<file path="src/core/microstep_defs.svh">
// Purpose: constants for the microstep phase-current table
// Assumes: 64 step angles per electrical cycle, sixteen 6-bit entries
// Notes: entry 0 sits in the low bits of the packed default table
`ifndef MICROSTEP_DEFS_SVH
`define MICROSTEP_DEFS_SVH

`define MS_ENTRY_W 6
`define MS_ENTRIES 16
`define MS_TABLE_W 96
`define MS_LAST_ENTRY 4'hf
`define MS_ANGLE_W 6
`define MS_ANGLE_RESET 6'h00
`define MS_PHASE_B_OFFSET 6'h10
`define MS_PEAK_VALUE 6'h3f
`define MS_ZERO_A0 6'h00
`define MS_ZERO_A1 6'h20
`define MS_ZERO_B0 6'h10
`define MS_ZERO_B1 6'h30
`define MS_DIR_A_FIRST 6'h21
`define MS_DIR_B_FIRST 6'h11
`define MS_DIR_B_LAST 6'h30
`define MS_FULL_BASE 6'h08
`define MS_COUNT_RESET 4'h0
// power-on profile, entry 15 first
`define MS_TABLE_DEFAULT {6'h3f, 6'h3f, 6'h3e, 6'h3c, 6'h3a, 6'h37, 6'h34, 6'h30, \
    6'h2c, 6'h28, 6'h23, 6'h1d, 6'h17, 6'h12, 6'h0b, 6'h05}

`endif

</file>
<file path="src/core/microstep_pkg.sv">
// Purpose: types shared by the microstep table files
// Assumes: nothing beyond the defs header
// Notes: resolution codes follow the order of the select input
package microstep_pkg;
    typedef enum logic [2:0] {
        RES_FULL,
        RES_HALF,
        RES_QUARTER,
        RES_EIGHTH,
        RES_SIXTEENTH
    } resolution_t;
    typedef logic [5:0] entry_t;
    typedef logic [5:0] angle_t;
endpackage

</file>
<file path="src/core/microstep_phase_current_table.sv">
// Purpose: microstep phase-current lookup with a loadable profile table
// Assumes: load writes and step requests are synchronous one-cycle strobes
// Notes: current outputs are 6-bit trip codes, 63 meaning peak current
//
// Overview of operation
// sixteen 6-bit trip threshold entries held
// value 63 is peak, v is v/63
// host keeps positive half mirror symmetric
// host keeps negative half mirror symmetric
// zero forced at A 0/32, B 16/48
// entry n-1 gives phase A angle n
// sixteen writes in entry order, then spread
// direction bits decoded from the angle
// coarse step indices mapped onto 1/16 grid
// phase B is phase A shifted sixteen
// top entry only at peak angles
// angle counter wraps both ways
// table used only after sixteenth write
`timescale 1ns/100ps
`include "microstep_defs.svh"
module microstep_phase_current_table
    import microstep_pkg::*;
(
    input wire logic i_clk,
    input wire logic i_reset_n,
    input wire logic i_load_valid,
    input wire logic [`MS_ENTRY_W-1:0] i_load_data,
    input wire logic [2:0] i_resolution,
    input wire logic i_step,
    input wire logic i_reverse,
    input wire logic i_index_load,
    input wire logic [5:0] i_step_index,
    output logic [`MS_ENTRY_W-1:0] o_current_a,
    output logic [`MS_ENTRY_W-1:0] o_current_b,
    output logic o_dir_a,
    output logic o_dir_b,
    output logic [`MS_ANGLE_W-1:0] o_angle,
    output logic o_table_loaded
);
    // ------------------------------------------------------------
    // storage
    // ------------------------------------------------------------
    logic [`MS_ENTRY_W-1:0] shadow_q [`MS_ENTRIES];
    logic [`MS_ENTRY_W-1:0] active_q [`MS_ENTRIES];
    logic [`MS_TABLE_W-1:0] active_flat;
    logic [3:0] load_count_q;
    logic loaded_q;
    logic commit;
    angle_t angle_q;
    angle_t angle_d;
    angle_t angle_b;
    angle_t step_size;
    angle_t index_angle;
    resolution_t res;
    logic [`MS_ENTRY_W-1:0] mag_a;
    logic [`MS_ENTRY_W-1:0] mag_b;

    localparam logic [`MS_TABLE_W-1:0] TABLE_DEFAULT = `MS_TABLE_DEFAULT;

    assign res = resolution_t'(i_resolution);
    assign commit = i_load_valid && (load_count_q == `MS_LAST_ENTRY);

    // ------------------------------------------------------------
    // table load
    // ------------------------------------------------------------
    always_ff @(posedge i_clk or negedge i_reset_n) begin
        if (!i_reset_n) begin
            load_count_q <= `MS_COUNT_RESET;
        end else if (i_load_valid) begin
            load_count_q <= load_count_q + 4'h1;
        end
    end

    always_ff @(posedge i_clk or negedge i_reset_n) begin
        if (!i_reset_n) begin
            loaded_q <= 1'b0;
        end else if (commit) begin
            loaded_q <= 1'b1;
        end
    end

    // the shadow keeps a half-written profile away from the bridges
    genvar e;
    generate
        for (e = 0; e < `MS_ENTRIES; e++) begin : g_entry
            always_ff @(posedge i_clk or negedge i_reset_n) begin
                if (!i_reset_n) begin
                    shadow_q[e] <= TABLE_DEFAULT[e*`MS_ENTRY_W +: `MS_ENTRY_W];
                end else if (i_load_valid && (load_count_q == 4'(e))) begin
                    shadow_q[e] <= i_load_data;
                end
            end
            always_ff @(posedge i_clk or negedge i_reset_n) begin
                if (!i_reset_n) begin
                    active_q[e] <= TABLE_DEFAULT[e*`MS_ENTRY_W +: `MS_ENTRY_W];
                end else if (commit) begin
                    if (e == `MS_ENTRIES - 1) begin
                        active_q[e] <= i_load_data;
                    end else begin
                        active_q[e] <= shadow_q[e];
                    end
                end
            end
            assign active_flat[e*`MS_ENTRY_W +: `MS_ENTRY_W] = active_q[e];
        end
    endgenerate

    // ------------------------------------------------------------
    // angle counter
    // ------------------------------------------------------------
    always_comb begin
        unique case (res)
            RES_FULL: step_size = 6'h10;
            RES_HALF: step_size = 6'h08;
            RES_QUARTER: step_size = 6'h04;
            RES_EIGHTH: step_size = 6'h02;
            RES_SIXTEENTH: step_size = 6'h01;
            default: step_size = 6'h01;
        endcase
    end

    always_comb begin
        unique case (res)
            RES_FULL: index_angle = `MS_FULL_BASE + {i_step_index[1:0], 4'h0};
            RES_HALF: index_angle = {i_step_index[2:0], 3'h0};
            RES_QUARTER: index_angle = {i_step_index[3:0], 2'h0};
            RES_EIGHTH: index_angle = {i_step_index[4:0], 1'b0};
            RES_SIXTEENTH: index_angle = i_step_index;
            default: index_angle = i_step_index;
        endcase
    end

    // 6-bit arithmetic gives the wrap at both ends for free
    always_comb begin
        angle_d = angle_q;
        if (i_index_load) begin
            angle_d = index_angle;
        end else if (i_step && i_reverse) begin
            angle_d = angle_q - step_size;
        end else if (i_step) begin
            angle_d = angle_q + step_size;
        end
    end

    always_ff @(posedge i_clk or negedge i_reset_n) begin
        if (!i_reset_n) begin
            angle_q <= `MS_ANGLE_RESET;
        end else begin
            angle_q <= angle_d;
        end
    end

    // ------------------------------------------------------------
    // lookup and outputs
    // ------------------------------------------------------------
    assign angle_b = angle_q + `MS_PHASE_B_OFFSET;

    phase_magnitude u_mag_a (
        .i_angle(angle_q),
        .i_table(active_flat),
        .o_magnitude(mag_a)
    );

    phase_magnitude u_mag_b (
        .i_angle(angle_b),
        .i_table(active_flat),
        .o_magnitude(mag_b)
    );

    // trip code passes straight to the comparator dac, 63 being peak
    always_ff @(posedge i_clk or negedge i_reset_n) begin
        if (!i_reset_n) begin
            o_current_a <= 6'h00;
            o_current_b <= 6'h00;
        end else begin
            o_current_a <= mag_a;
            o_current_b <= mag_b;
        end
    end

    always_ff @(posedge i_clk or negedge i_reset_n) begin
        if (!i_reset_n) begin
            o_dir_a <= 1'b0;
            o_dir_b <= 1'b0;
        end else begin
            o_dir_a <= (angle_q >= `MS_DIR_A_FIRST);
            o_dir_b <= (angle_q >= `MS_DIR_B_FIRST) && (angle_q <= `MS_DIR_B_LAST);
        end
    end

    assign o_angle = angle_q;
    assign o_table_loaded = loaded_q;
endmodule // microstep_phase_current_table

</file>
<file path="src/core/phase_magnitude.sv">
// Purpose: maps one phase angle onto a table entry magnitude
// Assumes: angle is already shifted into phase A coordinates
// Notes: purely combinational; the caller registers the result
`timescale 1ns/100ps
`include "microstep_defs.svh"
module phase_magnitude
    import microstep_pkg::*;
(
    input wire angle_t i_angle,
    input wire logic [`MS_TABLE_W-1:0] i_table,
    output logic [`MS_ENTRY_W-1:0] o_magnitude
);
    logic [4:0] half_pos;
    logic [3:0] index;

    assign half_pos = i_angle[4:0];

    // ------------------------------------------------------------
    // mirror fold onto entries
    // ------------------------------------------------------------
    always_comb begin
        if (half_pos <= 5'h10) begin
            index = 4'(half_pos - 5'h01);
        end else begin
            index = 4'(5'h1f - half_pos);
        end
        if (half_pos == 5'h00) begin
            o_magnitude = 6'h00;
        end else begin
            o_magnitude = i_table[index*`MS_ENTRY_W +: `MS_ENTRY_W];
        end
    end
endmodule // phase_magnitude

</file>
<file path="config.mk">
export PLATFORM = sky130hd
export DESIGN_NAME = microstep_phase_current_table
export DESIGN_NICKNAME = d
export VERILOG_FILES = /design/src/core/microstep_pkg.sv /design/src/core/microstep_phase_current_table.sv /design/src/core/phase_magnitude.sv
export VERILOG_INCLUDE_DIRS = /design/src /design/src/core
export SDC_FILE = /design/constraint.sdc
export NUM_CORES = 1
export LEC_CHECK = 0
export ABC_AREA = 1
export BUFFER_PORTS_ARGS = -buffer_cell sky130_fd_sc_hd__buf_4
export CORE_MARGIN = 3
export CORE_UTILIZATION = 45
export CTS_CLUSTER_DIAMETER = 150
export CTS_CLUSTER_SIZE = 40
export DETAILED_ROUTE_END_ITERATION = 8
export GPL_ROUTABILITY_DRIVEN = 0
export PLACE_DENSITY = 0.6
export SYNTH_ARGS = -nofsm -noshare
export SYNTH_HDL_FRONTEND = slang
export SYNTH_SLANG_ARGS = --single-unit
export TNS_END_PERCENT = 20
</file>
<file path="constraint.sdc">
create_clock -name i_clk -period 2.45 [get_ports i_clk]
set_input_delay 0.49 -clock i_clk [delete_from_list [all_inputs] [get_ports i_clk]]
set_output_delay 0.49 -clock i_clk [all_outputs]
set_load 0.01 [all_outputs]
</file>
==> results of run 1 <==
==> per-stage QoR <==
stage,setup slack [ns],total power [W],hold WS [ns]
3_5_place_dp,0.176,0.0112,0.417
2_1_floorplan,0.321,0.00975,0.194
5_1_grt,0.187,0.0140,0.214
3_3_place_gp,0.181,0.0110,0.412
6_report,0.417,0.0129,0.236
4_1_cts,0.377,0.0130,0.212
==> worst max-delay path: stages, from the launching register on <==
cell	delay, ns
dfrtp_2	0.41
inv_1	0.11
ha_1	0.25
xnor2_1	0.33
nand2_1	0.12
o21ai_2	0.26
nand3_1	0.14
nand3_1	0.11
nand2_1	0.05
nor2_1	0.17
==> synth_stat cells (2+ instances only) <==
master / number
nand2_1: 428
o21ai_0: 183
dfstp_2: 110
dfrtp_1: 101
nand3_1: 94
inv_1: 91
nor2_1: 82
clkbuf_1: 33
a21oi_1: 30
buf_2: 22
buf_6: 12
ha_1: 12
inv_2: 5
nand2_4: 5
o21a_1: 5
nand2_2: 3
xor2_1: 3
a31oi_1: 2
nand2_8: 2
nand4_1: 2
nor2_2: 2
o21ai_2: 2
o22ai_1: 2
xnor2_1: 2
==> worst max-delay path by stage <==
stage,cells past startpoint,endpoint,start
floorplan,14,o_angle[4],o_angle[0]
finish,9,o_current_b[0],o_angle[0]
global placement,14,o_angle[4],i_resolution[2]
global route,11,o_current_b[0],o_angle[0]
detailed placement,14,o_angle[4],i_resolution[2]
CTS,11,o_current_b[0],o_angle[0]
==> layer usage <==
metal / vias up / global-route usage, % / wire length [µm]
met5: - / 0 / 0
met4: 0 / 2.83 / 265
met3: 22 / 2.41 / 994
met2: 143 / 31.4 / 11000
met1: 3732 / 31.5 / 12200
li1: 3977 / - / -
==> layout make-up <==
class	instances	area, µm²	area share [%]
well taps	280	350	3.20
repair buffers	63	544	4.97
multi-input cells	873	4000	36.5
clock inverters	1	30.0	0.274
clock buffers	12	236	2.16
flip-flops and latches	211	5420	49.5
inverters	97	364	3.33
==> logic make-up after synthesis <==
family	share of synthesized area (%)
simple gates	25.4
buf+inv	7.30
compound gates	11.8
fa+ha+maj	1.68
xor+xnor	0.431
flops	53.4
==> registers in the layout, summed over array words and instances, names as in the netlist <==
| register | cells |
|---|---|
| load_count_q | 4 |
| o_table_loaded | 1 |
| active_flat | 96 |
| o_current_b | 6 |
| shadow_q | 90 |
| o_angle | 6 |
| o_dir_b | 1 |
| o_dir_a | 1 |
| o_current_a | 6 |
==> power by group <==
part | internal (W) | switching (W) | total, W
clock network | 0.000713 | 0.00110 | 0.00181
logic | 0.00171 | 0.00307 | 0.00477
registers | 0.00563 | 0.000698 | 0.00633
total | 0.00805 | 0.00486 | 0.0129
==> placed cells by master (no fill, tap or decap), drive strengths merged, types with 12 or more instances in the layout <==
cell	netlist	layout
buf	35	61
inv	96	96
nor2	85	85
o21ai	185	185
nand3	95	95
clkbuf	33	13
a21oi	31	31
dfrtp	101	101
ha	12	12
nand2	438	438
dfstp	110	110
==> what timing repair did <==
item                      4_1_cts  5_1_grt
hold buffers                    1        0
hold endpoints to repair       25        0
resized for setup               0        0
==> impl_results.md, run 1 <==
* Status: complete, no violations
* TritonRoute pass-1 iters at 5
* Port-buffer cells at 41
* Cell taking the most area after synthesis: dfstp_2
* Dpl hpwl at about 16000 µm
* Clk_skew at 0.0482 ns
* Clock Tree Root: clkbuf_16
* 1st-iter DRT viols at approximately 730
* FP Rows at between 50 and 60
* Max Buffers Root-to-Sink at 3
* Initial antenna violation count at 0
* Reg2reg path depth at 9
* CP Class: reg -> reg
* Setup TNS at 0 ns
* WL final at roughly 24000 µm
* CTS tree: yes
* Inst Count DP at between 1500 and 2000
* Leakage Power at ~5.2 nW
* P per Cell Area at 1180 nW/µm²
* Layout cells sized above 1 at 16.5%
* Synthesized flop and latch total at between 200 and 250
* Total grt overflow at 0
* Setup repair after global routing missed its margin: false
* Number of max-cap violations at 0
* Finished Layout Cells at about 1500
* Area contributors post-synth: dfstp_2 (28%), dfrtp_1 (25%), nand2_1 (16%)
* Worst Hold Path EP: load_count_q[0]
* Post-CTS setup buffer count at 0
* GRT Resource Usage Total at between 20% and 30%
* Antenna cells at 0
* Clock slew at reported path FFs at around 0.15 ns
* Slew @ Worst Pin at between 1 and 1.5 ns
* WHS Path Cells at 2
* Hold Path Class: in -> reg
* CP Max Fanout at 12
* Worst Path Arrival at ~2.4 ns
* Finished Cell Area at 10900 µm²
* R2r setup slk at 0.42 ns
* Layout area overhead at 7.79%
* Vias in the first global route at just over 7000
* Final Hold Vio Count at 0
* Detailed-route via count at roughly 7900
* Mapped Nets at around 1300
* Reg2reg start: o_angle[0]
* CP Data Required Time at 2.85 ns
* Fillers at 2172
* Slew headroom at 27.9%
* Starting Density at 46.1%
* Synth top area share at 28.5%
* Fmax at between 400 and 500 MHz
* H-tree levels at 1
* Largest net degree at the start of global routing at 140
* Crit start category: flip-flop
* EDFF count, synth at 0
* Post-synth ARST share at between 90% and 100%
* Avg Cell Area, Syn at 8.13 µm²
* DRC at 0
* Die W at around 160 µm
* Synth warnings at 0
* Clock latency on the worst-skew pair at roughly 0.48 ns
* Nets at approximately 1300
* Cells after Synth at between 1000 and 1500
* Die area at approximately 24000 µm²
* ANT nets after route at 0
* Final core utilization at between 40% and 50%
* Die height at between 150 and 200 µm
* Tcrit/Tclk final at between 80 and 90%
* Crit. End Element: flip-flop
* Core area at between 20000 and 25000 µm²
* Mapped Area at 10200 µm²
* Max Slew Vio Count at 0
* Register area share after synthesis at a little over half
* Predominant post-synthesis flop cell: dfstp_2
* I/O pin total at 42
* Final setup fails at 0
* Avg WL per Cell at roughly 16 µm
* Unique masters post-synth at 40
* Placement Cell Area at between 10000 and 15000 µm²
* Min-delay src: i_load_valid
* Worst vdd ir at between 0.0005 and 0.0006 V
* Sink Count at 211
* First-pass GRT wire length at between 30000 and 40000 µm
* Clock buffer count from CTS at 9
* RR Endpoint: o_current_b[0]
* Clock period minus worst slack at between 2 and 2.5 ns
* Via density at 5.12
Power figures use the tool's default switching activity.
==> inputs of run 2 (changes only) <==
==> constraint.sdc (replaced) <==
create_clock -name i_clk -period 2.05 [get_ports i_clk]
set_input_delay 0.41 -clock i_clk [delete_from_list [all_inputs] [get_ports i_clk]]
set_output_delay 0.41 -clock i_clk [all_outputs]
set_load 0.01 [all_outputs]
==> impl_results.md, run 2 (synthesized netlist as in run 1, its figures left out) <==
* R2r setup slk at 0.15 ns
* Layout area overhead at 10.9%
* Antenna cells at 0
* GRT Resource Usage Total at about a fifth
* Leakage Power at 5.37 nW
* Max reg flops at between 90 and 100
* Vias in the first global route at approximately 7500
* Tcrit/Tclk final at about 93%
* Setup WS pre-CTS at -0.0335 ns
* Crit. End Element: flip-flop
* Inst Count DP at 1557
* DRC at 0
* CP Max Fanout at 12
* P per Cell Area at 1400 nW/µm²
* WL final at ~25000 µm
* Largest net degree at the start of global routing at between 80 and 90
* Final Power at around 0.016 W
* Number of max-cap violations at 0
* Finished Cell Area at 11300 µm²
* Max Buffers Root-to-Sink at 3
* Placement Cell Area at roughly 11000 µm²
* Die W at around 160 µm
* CTS tree: yes
* Detailed-route via count at slightly above 8000
* Avg WL per Cell at approximately 16 µm
* Final Hold Vio Count at 0
* First-pass GRT wire length at between 40000 and 50000 µm
* ANT nets after route at 0
* Die area at 24400 µm²
* Status: complete, no violations
* Via density at 5.17
* H-tree levels at 1
* Clock buffer count from CTS at 9
* FP Rows at 54
* I/O pin total at 42
* Setup repair after global routing missed its margin: false
* Slew headroom at 61.5%
* Most frequent cells in the layout: nand2_1 (428), o21ai_0 (182), dfstp_2 (110)
* Final WS setup at around 0.15 ns
* Clock period minus worst slack at 1.90 ns
* Slew @ Worst Pin at 0.577 ns
* Final setup fails at 0
* Port-buffer cells at 41
* Die height at 156 µm
* Clock latency on the worst-skew pair at 0.48 ns
* Clock slew at reported path FFs at roughly 0.14 ns
* Worst Path Arrival at around 2.3 ns
* Layout cells sized above 1 at roughly a fifth
* Core area at between 20000 and 25000 µm²
* Dpl hpwl at between 15000 and 20000 µm
* Clk_skew at approximately 0.030 ns
* Nets at roughly 1300
* Starting Density at a little under half
* CP Class: reg -> reg
* Worst vdd ir at ~0.00064 V
* Sink Count at about 210
* 1st-iter DRT viols at 759
* Total grt overflow at 0
* Max Slew Vio Count at 0
* Initial antenna violation count at 0
* Crit start category: flip-flop
* CP Data Required Time at roughly 2.5 ns
* Clock Tree Root: clkbuf_16
* Hold Path Class: in -> reg
* Fmax at around 530 MHz
* Commonest non-fill, non-tap cell in the layout: nand2_1
* TritonRoute pass-1 iters at 5
* Finished Layout Cells at 1572
==> run 2: report_power, final <==
part	internal [W]	total, W	switching, W
combinational	0.00226	0.00602	0.00377
clock	0.000857	0.00218	0.00133
sequential	0.00673	0.00756	0.000826
total	0.00984	0.0158	0.00592
==> run 2: metal layers <==
layer	up-vias	GRT usage, %	routed length (µm)	share of wire, %
met1	3849	32.2	12500	50
met4	0	4.75	562	2.2
met3	33	2.52	1090	4.3
li1	4045	-	-	-
met2	204	31.5	10900	44
met5	-	0	0	0
==> run 2: layout make-up <==
cell class                      count  area (µm²)
Clock buffer                       11         233
Clock inverter                      2        38.8
Fill cell                        2161       10800
Inverter                           97         364
Multi-Input combinational cell    873        4000
Sequential cell                   211        5420
Tap cell                          280         350
Timing Repair Buffer               98         857
==> run 2: worst max-delay path, stage by stage (launching register included) <==
cell	delay, ns
dfrtp_1	0.39
inv_1	0.10
ha_1	0.22
xnor2_1	0.30
nand2_1	0.11
o21ai_2	0.24
nand3_1	0.14
nand3_1	0.10
nand2_1	0.05
nor2_1	0.17
==> run 2: worst paths after layout <==
| check | end | from | cells past startpoint |
|---|---|---|---|
| hold / removal | load_count_q[0] | i_load_valid | 2 |
| min in group asynchronous | o_angle[3] | i_reset_n | 2 |
| max in group asynchronous | shadow_q[68] | i_reset_n | 3 |
| setup / recovery | o_current_b[4] | o_angle[1] | 9 |
| setup reg to reg | o_current_b[4] | o_angle[1] | 9 |
| hold reg to reg | active_flat[26] | shadow_q[68] | 2 |
==> run 2: per-stage QoR <==
stage	hold WS, ns	TNS [ns]	utilization [%]
final	0.149	0	51.1
after global routing	0.160	0	51.1
after CTS	0.137	0	51.1
after detailed placement	0.436	-0.0335	49.8
after global placement	0.433	0	49.8
after floorplan	0.114	0	-
==> run 2: repair_timing <==
action | 4_1_cts | 5_1_grt
endpoints found under the hold margin | 31 | 0
setup buffers | 0 | 1
hold buffers | 1 | 0
gates resized for setup | 0 | 1
setup endpoints to repair | 0 | 1
